**src/inc/clk_ctrl_pkg.sv**
```systemverilog
// Constants, field positions and carrier types for the clock source control block.
// Assumes a single 20 MHz reference clock and a plain register port.
package clk_ctrl_pkg;
   // ***************************************************
   // Register addresses (word index on the plain port)
   // ***************************************************
   localparam logic [1:0] ADDR_OSC_CTRL = 2'h0;
   localparam logic [1:0] ADDR_CLK_DIV = 2'h1;
   localparam logic [1:0] ADDR_PLL_FBD = 2'h2;
   localparam logic [1:0] ADDR_STATUS = 2'h3;
   // ***************************************************
   // Oscillator control field positions
   // ***************************************************
   localparam int CUR_LSB = 12;
   localparam int REQ_LSB = 8;
   localparam int LOCK_BIT = 7;
   localparam int PINLOCK_BIT = 6;
   localparam int PLLOK_BIT = 5;
   localparam int FAIL_BIT = 3;
   localparam int SECONDARY_CRYSTAL_OSC_BIT = 1;
   localparam int SWREQ_BIT = 0;
   // ***************************************************
   // Clock divisor field positions and reset values
   // ***************************************************
   localparam int RCDIV_LSB = 8;
   localparam int POST_LSB = 6;
   localparam int PRE_LSB = 0;
   localparam logic [15:0] CLK_DIV_RST = 16'h0040;
   localparam logic [8:0] PLL_FBD_RST = 9'h030;
   localparam logic [15:0] CLK_DIV_WMASK = 16'h07DF;
   // ***************************************************
   // Timing: PLL start-up time and derived cycle count
   // ***************************************************
   localparam int CLK_HZ = 20000000;
   localparam int PLL_START_US = 100;
   localparam int PLL_START_CYC = (PLL_START_US * (CLK_HZ / 1000000));
   localparam int SW_SETTLE_CYC = 4;
   // ***************************************************
   // Source codes and submodes
   // ***************************************************
   typedef enum logic [2:0] {
      SRC_FRC = 3'h0, SRC_FRC_PLL = 3'h1, SRC_PRI = 3'h2, SRC_PRI_PLL = 3'h3,
      SRC_SEC = 3'h4, SRC_LOW_POWER_RC_OSC = 3'h5, SRC_FRC_D16 = 3'h6, SRC_FRC_DN = 3'h7
   } src_e;
   localparam logic [2:0] ERASED_SRC = 3'h7;
   localparam logic [1:0] PRI_HS = 2'h2;
   localparam logic [1:0] PRI_XT = 2'h1;
   localparam logic [1:0] PRI_EC = 2'h0;
   // Register port request bundle
   typedef struct packed {
      logic wr;
      logic rd;
      logic [1:0] addr;
      logic [15:0] wdata;
   } bus_req_s;
   // Clock path settings handed to the analog side
   typedef struct packed {
      logic [2:0] source;
      logic pll_on;
      logic [1:0] pri_mode;
      logic [8:0] rc_div;
      logic [5:0] pre_div;
      logic [3:0] post_div;
      logic [9:0] fbd_mult;
   } clk_cfg_s;
endpackage

```
**src/hw/clk_ctrl.sv**
```systemverilog
// Clock source selection, PLL divider settings and oscillator control register.
// Assumes configuration fields are stable at reset release and that the
// analog oscillators, PLL and fail-safe monitor sit outside this block.
`timescale 1ns/1ns
`default_nettype none
module clk_ctrl (
   // Clock and reset
   input wire logic i_ref_clk,
   input wire logic i_arst_n,
   // Register port
   input wire clk_ctrl_pkg::bus_req_s i_bus,
   output logic [15:0] o_rdata,
   // Nonvolatile configuration fields (pins, asynchronous)
   input wire logic [2:0] i_initial_source_config,
   input wire logic [1:0] i_primary_submode_config,
   input wire logic i_switch_monitor_config_bit,
   // Analog side status (asynchronous)
   input wire logic i_pll_locked,
   input wire logic i_clock_fail_det,
   // Settings and status outputs
   output clk_ctrl_pkg::clk_cfg_s o_cfg,
   output logic o_secondary_osc_enable,
   output logic o_pin_map_write_lock,
   output logic o_low_power_rc_ref,
   output logic o_failsafe_monitor_en
);
   // ***************************************************
   // Synchronisers for asynchronous inputs
   // ***************************************************
   logic [7:0] sync1_reg;
   logic [7:0] sync2_reg;
   logic [2:0] cfg_src;
   logic [1:0] cfg_pri;
   logic cfg_sw_n;
   logic pll_lock_s;
   logic fail_s;
   // Two stages; only the second stage is read
   always_ff @(posedge i_ref_clk or negedge i_arst_n) begin
      if (!i_arst_n) begin
         sync1_reg <= 8'h00;
         sync2_reg <= 8'h00;
      end else begin
         sync1_reg <= {i_initial_source_config, i_primary_submode_config,
                       i_switch_monitor_config_bit, i_pll_locked, i_clock_fail_det};
         sync2_reg <= sync1_reg;
      end
   end
   assign cfg_src = sync2_reg[7:5];
   assign cfg_pri = sync2_reg[4:3];
   assign cfg_sw_n = sync2_reg[2];
   assign pll_lock_s = sync2_reg[1];
   assign fail_s = sync2_reg[0];

   // ***************************************************
   // Helper functions
   // ***************************************************
   // PLL path only for fast RC and primary sources
   function automatic logic uses_pll(input logic [2:0] s);
      uses_pll = (s == 3'(clk_ctrl_pkg::SRC_FRC_PLL)) ||
                 (s == 3'(clk_ctrl_pkg::SRC_PRI_PLL));
   endfunction
   // Byte-lane style field pick from a write
   function automatic logic [2:0] field3(input logic [15:0] d, input int lsb);
      field3 = d[lsb +: 3];
   endfunction

   // ***************************************************
   // Power-on capture of configuration
   // ***************************************************
   // Straps are caught after release, once synchronised
   logic [1:0] boot_cnt_reg;
   logic booted_reg;
   logic [1:0] pri_mode_reg;
   logic sw_en_reg;
   always_ff @(posedge i_ref_clk or negedge i_arst_n) begin
      if (!i_arst_n) begin
         boot_cnt_reg <= 2'h0;
         booted_reg <= 1'b0;
      end else if (!booted_reg) begin
         boot_cnt_reg <= boot_cnt_reg + 2'h1;
         booted_reg <= (boot_cnt_reg == 2'h2);
      end
   end
   always_ff @(posedge i_ref_clk or negedge i_arst_n) begin
      if (!i_arst_n) begin
         pri_mode_reg <= clk_ctrl_pkg::PRI_EC;
         sw_en_reg <= 1'b0;
      end else if (!booted_reg && boot_cnt_reg == 2'h2) begin
         pri_mode_reg <= cfg_pri;
         sw_en_reg <= ~cfg_sw_n;
      end
   end

   // ***************************************************
   // Oscillator control register
   // ***************************************************
   logic [2:0] cur_src_reg;
   logic [2:0] req_src_reg;
   logic lock_reg;
   logic pinlock_reg;
   logic fail_reg;
   logic secondary_crystal_osc_reg;
   logic swreq_reg;
   logic [2:0] settle_reg;
   logic wr_osc;
   logic lock_allowed;
   assign wr_osc = i_bus.wr && (i_bus.addr == clk_ctrl_pkg::ADDR_OSC_CTRL);
   // Lock applies whenever switching is on; monitor is tied to switch, so it is on too
   assign lock_allowed = sw_en_reg;

   // Source fields: erased default until config captured
   always_ff @(posedge i_ref_clk or negedge i_arst_n) begin
      if (!i_arst_n) begin
         cur_src_reg <= clk_ctrl_pkg::ERASED_SRC;
         req_src_reg <= clk_ctrl_pkg::ERASED_SRC;
      end else if (!booted_reg && boot_cnt_reg == 2'h2) begin
         cur_src_reg <= cfg_src;
         req_src_reg <= cfg_src;
      end else begin
         if (wr_osc) begin
            req_src_reg <= field3(i_bus.wdata, clk_ctrl_pkg::REQ_LSB);
         end
         if (swreq_reg && settle_reg == 3'(clk_ctrl_pkg::SW_SETTLE_CYC)) begin
            cur_src_reg <= req_src_reg;
         end
      end
   end

   // Switch request: self-clears after settle; refused when locked or disabled
   always_ff @(posedge i_ref_clk or negedge i_arst_n) begin
      if (!i_arst_n) begin
         swreq_reg <= 1'b0;
         settle_reg <= 3'h0;
      end else if (swreq_reg) begin
         settle_reg <= settle_reg + 3'h1;
         if (settle_reg == 3'(clk_ctrl_pkg::SW_SETTLE_CYC)) begin
            swreq_reg <= 1'b0;
            settle_reg <= 3'h0;
         end
      end else if (wr_osc && i_bus.wdata[clk_ctrl_pkg::SWREQ_BIT] && sw_en_reg &&
                   !(lock_allowed && lock_reg)) begin
         swreq_reg <= 1'b1;
      end
   end

   // Plain control bits
   always_ff @(posedge i_ref_clk or negedge i_arst_n) begin
      if (!i_arst_n) begin
         lock_reg <= 1'b0;
         pinlock_reg <= 1'b0;
         secondary_crystal_osc_reg <= 1'b0;
      end else if (wr_osc) begin
         lock_reg <= i_bus.wdata[clk_ctrl_pkg::LOCK_BIT];
         pinlock_reg <= i_bus.wdata[clk_ctrl_pkg::PINLOCK_BIT];
         secondary_crystal_osc_reg <= i_bus.wdata[clk_ctrl_pkg::SECONDARY_CRYSTAL_OSC_BIT];
      end
   end

   // Clock fail flag: set wins over software clear
   always_ff @(posedge i_ref_clk or negedge i_arst_n) begin
      if (!i_arst_n) begin
         fail_reg <= 1'b0;
      end else if (fail_s && sw_en_reg) begin
         fail_reg <= 1'b1;
      end else if (wr_osc && !i_bus.wdata[clk_ctrl_pkg::FAIL_BIT]) begin
         fail_reg <= 1'b0;
      end
   end

   // ***************************************************
   // PLL start-up timer and lock status
   // ***************************************************
   // Timer restarts whenever the PLL path is off
   logic [11:0] pll_tmr_reg;
   logic pll_ok_reg;
   always_ff @(posedge i_ref_clk or negedge i_arst_n) begin
      if (!i_arst_n) begin
         pll_tmr_reg <= 12'h000;
         pll_ok_reg <= 1'b0;
      end else if (!uses_pll(cur_src_reg)) begin
         pll_tmr_reg <= 12'h000;
         pll_ok_reg <= 1'b0;
      end else begin
         if (pll_tmr_reg != 12'(clk_ctrl_pkg::PLL_START_CYC)) begin
            pll_tmr_reg <= pll_tmr_reg + 12'h001;
         end
         pll_ok_reg <= pll_lock_s ||
                       (pll_tmr_reg == 12'(clk_ctrl_pkg::PLL_START_CYC));
      end
   end

   // ***************************************************
   // Divisor registers
   // ***************************************************
   logic [15:0] clk_div_reg;
   logic [8:0] pll_fbd_reg;
   always_ff @(posedge i_ref_clk or negedge i_arst_n) begin
      if (!i_arst_n) begin
         clk_div_reg <= clk_ctrl_pkg::CLK_DIV_RST;
         pll_fbd_reg <= clk_ctrl_pkg::PLL_FBD_RST;
      end else if (i_bus.wr) begin
         if (i_bus.addr == clk_ctrl_pkg::ADDR_CLK_DIV) begin
            clk_div_reg <= i_bus.wdata & clk_ctrl_pkg::CLK_DIV_WMASK;
         end
         if (i_bus.addr == clk_ctrl_pkg::ADDR_PLL_FBD) begin
            pll_fbd_reg <= i_bus.wdata[8:0];
         end
      end
   end

   // ***************************************************
   // Effective clock path settings
   // ***************************************************
   clk_ctrl_pkg::clk_cfg_s cfg_next;
   logic [2:0] rcd;
   logic [1:0] post;
   always_comb begin
      rcd = clk_div_reg[clk_ctrl_pkg::RCDIV_LSB +: 3];
      post = clk_div_reg[clk_ctrl_pkg::POST_LSB +: 2];
      cfg_next.source = cur_src_reg;
      cfg_next.pll_on = uses_pll(cur_src_reg);
      cfg_next.pri_mode = pri_mode_reg;
      // Divide-by-N code 111 uses the postscaler; 1:1 when code 0
      if (cur_src_reg == 3'(clk_ctrl_pkg::SRC_FRC_D16)) begin
         cfg_next.rc_div = 9'h010;
      end else if (cur_src_reg == 3'(clk_ctrl_pkg::SRC_FRC_DN)) begin
         cfg_next.rc_div = (rcd == 3'h7) ? 9'h100 : (9'h001 << rcd);
      end else begin
         cfg_next.rc_div = 9'h001;
      end
      cfg_next.pre_div = 6'(clk_div_reg[clk_ctrl_pkg::PRE_LSB +: 5]) + 6'h02;
      // Reserved code 10 treated as divide by 4
      cfg_next.post_div = (post == 2'h3) ? 4'h8 : ((post == 2'h0) ? 4'h2 : 4'h4);
      cfg_next.fbd_mult = 10'(pll_fbd_reg) + 10'h002;
   end
   // Registered so the analog side sees no glitches; Fosc/2 for Fcy is implied
   always_ff @(posedge i_ref_clk or negedge i_arst_n) begin
      if (!i_arst_n) begin
         o_cfg <= '0;
      end else begin
         o_cfg <= cfg_next;
      end
   end

   // ***************************************************
   // Side outputs
   // ***************************************************
   always_ff @(posedge i_ref_clk or negedge i_arst_n) begin
      if (!i_arst_n) begin
         o_secondary_osc_enable <= 1'b0;
         o_pin_map_write_lock <= 1'b0;
         o_low_power_rc_ref <= 1'b0;
         o_failsafe_monitor_en <= 1'b0;
      end else begin
         o_secondary_osc_enable <= secondary_crystal_osc_reg || (cur_src_reg == 3'(clk_ctrl_pkg::SRC_SEC));
         o_pin_map_write_lock <= pinlock_reg;
         o_low_power_rc_ref <= 1'b1;
         o_failsafe_monitor_en <= sw_en_reg;
      end
   end

   // ***************************************************
   // Read port, data one cycle after strobe
   // ***************************************************
   logic [15:0] osc_word;
   assign osc_word = {1'b0, cur_src_reg, 1'b0, req_src_reg, lock_reg, pinlock_reg,
                      pll_ok_reg, 1'b0, fail_reg, 1'b0, secondary_crystal_osc_reg, swreq_reg};
   always_ff @(posedge i_ref_clk or negedge i_arst_n) begin
      if (!i_arst_n) begin
         o_rdata <= 16'h0000;
      end else if (i_bus.rd) begin
         unique case (i_bus.addr)
            clk_ctrl_pkg::ADDR_OSC_CTRL: o_rdata <= osc_word;
            clk_ctrl_pkg::ADDR_CLK_DIV: o_rdata <= clk_div_reg;
            clk_ctrl_pkg::ADDR_PLL_FBD: o_rdata <= {7'h00, pll_fbd_reg};
            clk_ctrl_pkg::ADDR_STATUS: o_rdata <= {13'h0000, booted_reg, sw_en_reg,
                                                   pll_lock_s};
         endcase
      end else begin
         o_rdata <= 16'h0000;
      end
   end
endmodule
`default_nettype wire

```
**config.mk**
```make
export PLATFORM = sky130hd
export DESIGN_NAME = clk_ctrl
export DESIGN_NICKNAME = d
export VERILOG_FILES = /design/src/inc/clk_ctrl_pkg.sv /design/src/hw/clk_ctrl.sv
export SDC_FILE = /design/constraint.sdc
export NUM_CORES = 1
export LEC_CHECK = 0
export ABC_CLOCK_PERIOD_IN_PS = 3700
export BUFFER_PORTS_ARGS = -buffer_cell sky130_fd_sc_hd__clkbuf_2
export CORE_MARGIN = 2
export CORE_UTILIZATION = 45
export DETAILED_ROUTE_END_ITERATION = 8
export PLACE_DENSITY = 0.74
export SLEW_MARGIN = 20
export SYNTH_ARGS = -nofsm -noshare
export SYNTH_HDL_FRONTEND = slang
export SYNTH_SLANG_ARGS = --single-unit
```
**constraint.sdc**
```tcl
create_clock -name i_ref_clk -period 3.7 [get_ports i_ref_clk]
set_input_delay 0.37 -clock i_ref_clk [delete_from_list [all_inputs] [get_ports i_ref_clk]]
set_output_delay 0.37 -clock i_ref_clk [all_outputs]
set_load 0.02 [all_outputs]
```
==> qor.yml <==
status:
  status: "finished with violations"
  violations: "hold timing"
floorplanning:
  die_h_um: 105
  num_rows: 36
  start_util_pct: 46.8
  io_pins: 85
  fp.dieW_um: 105
  core-area_sq_mm: 0.00982
  dieArea_sq_mm: 0.0110
timing:
  relSlewSlack_pct: 37.7
  maxSlewViolCount: 0
  fmax_ghz: 0.541
  hold_violations: 1
  skew_ps: 7.06
  setup_viol: 0
  rsz0062_at_grt: "no"
  fin_setup_tns_ps: 0
  holdWs_ps: -0.549
  fin_crit_sh_pct: 49.9
  tightest_slew_ps: 935
  min_period_ps: 1850
placed_design:
  dp_hpwl_um: 5760
  gp_congestion: 0.747
  portBuffers: 75
synth:
  synth_flop_cell: "dfrtp_1"
  synth_cell_types: 52
  ys_async_sr_fraction_pct: 100
  synthTopCellsByArea: "dfrtp_1 (60%), mux2_2 (6.1%), dfstp_2 (5.1%), mux2i_1 (3.3%), ha_1 (2.5%)"
  synth_edf_count: 0
  synthCells: 337
  syn_area_sq_mm: 0.00459
  ys_top_cells_by_count: "dfrtp_1 (110), mux2_2 (25), nand2_1 (18)"
  synth_most_common_cell: "dfrtp_1"
  synth_top_area_share_pct: 59.9
  syn_avg_cell_area_sq_um: 13.6
  yosysWarnings: 0
  yosysTopAreaCell: "dfrtp_1"
  seq_area_frac_synth_pct: 65.1
  ys_seq_elements: 119
clock_tree:
  cts_tree: "yes"
  post_cts_buffers: 0
  clock_path_buffers: 2
  htreeDepth: 4
  clock_latency_ps: 510
  clock-root-buffer: "clkbuf_8"
  cts_resized: 0
  clkSinkCount: 119
  clk_pin_slew_ps: 60
  cts-buffers-inserted: 17
  cts_hold_buf: 8
global_routing:
  grt_start_max_net_pins: 78
  grt_overflow: 0
  grt_first_pass_wirelength_um: 15000
  first_global_vias: 2978
  antenna_found_initial: 0
  grtUsageTotal_pct: 17.7
cells_and_area:
  largest_reg_flops: 33
  nFillCells: 803
  nets: 468
  synthToLayoutAreaGrowth_pct: 25.6
  drive_above_1_share_pct: 34.6
  seq_area_sq_mm: 0.00299
  diodes: 0
  multi_input_area_sq_mm: 0.00148
power:
  p_per_area_mw_per_mm2: 702
  p_leak_nw: 2.70
  vdd_ir_drop_max_mv: 0.393
detailed_routing:
  wl_um: 8960
  dr.first_iter.drc_count: 121
  routedWlPerCell_um: 15.6
  ant_nets: 0
  firstDrtPassIters: 4
  drc: 0
  num_vias: 2953
  via_per_inst: 5.14
critical_path:
  critPathLaunchType: "register"
  required_ps: 4080
  reg2reg_from: "cur_src_reg[2]"
  cp-end-kind: "register"
  crit_fanout: 11
  worstPathArrival_ps: 2220
  path_class: "reg2reg"
  critical_path.startpoint: "cur_src_reg[2]"
run:
  drv_cap: 0
worst_hold_path:
  hp-class: "in2async"
power breakdown:
part	switching [mW]	internal [mW]	leakage (nW)
Combinational	0.379	0.256	0.954
Clock	0.588	1.09	0.294
Sequential	0.187	1.55	1.45
final timing paths:
path / endpoint / slack [ps] / depth (start not counted)
setup / recovery: pll_tmr_reg[10] / 1850 / 4
max in group asynchronous: pll_tmr_reg[0] / 2810 / 2
min in group i_ref_clk: pll_fbd_reg[5] / 110 / 2
setup reg to reg: pll_tmr_reg[10] / 1850 / 4
hold / removal: o_cfg[16] / -0.5 / 1
hold reg to reg: sync2_reg[2] / 350 / 0
critical path, cell delays in order (launching register included):
cell and delay (ps):
dfstp_2 630, nand2b_1 400, clkinv_1 320, o311ai_0 220, o41ai_1 140
layout make-up:
cell class,instances,share of cell area (%)
clock buffer,17,7.18
clock inverter,15,3.49
sequential,119,51.8
inverter,11,0.716
tap,133,2.89
multi-input combinational,195,25.7
timing repair buffer,85,8.20
routing by layer:
layer	vias up	GRT usage, %	share of wire, %
li1	1355	-	-
met1	1504	23.6	44
met2	84	27.6	50
met3	10	5.74	4.3
met4	0	5.81	0.92
met5	-	0	0
metrics by stage:
stage,std cells,worst slack (ps),power (mW),cell area (sq um),util (%)
2_1_floorplan,340,2270,2.13,4600,-
3_3_place_gp,535,1780,2.35,5070,51.6
3_5_place_dp,535,1760,2.38,5070,51.6
4_1_cts,575,1840,4.09,5770,58.7
5_1_grt,575,1670,4.25,5770,58.7
6_report,575,1850,4.05,5770,58.7
cells in the final DEF (no fill, tap or decap), types with 11 or more instances in the layout:
| cell | n |
|---|---|
| o21ai_0 | 11 |
| a21oi_1 | 13 |
| mux2i_1 | 15 |
| nand3_1 | 12 |
| clkbuf_16 | 16 |
| mux2_2 | 25 |
| clkbuf_2 | 74 |
| dfrtp_1 | 110 |
| nand2_1 | 18 |
cell families after synthesis:
logic type      Yosys count  share of synthesized area, %
flops                   119                          65.1
fa+ha+maj                 9                          2.45
simple gates             90                          11.9
buf+inv                  26                          2.92
other cells               2                         0.164
xor+xnor                 11                          2.10
mux                      42                          10.4
compound gates           38                          5.04
Power figures use the tool's default switching activity.
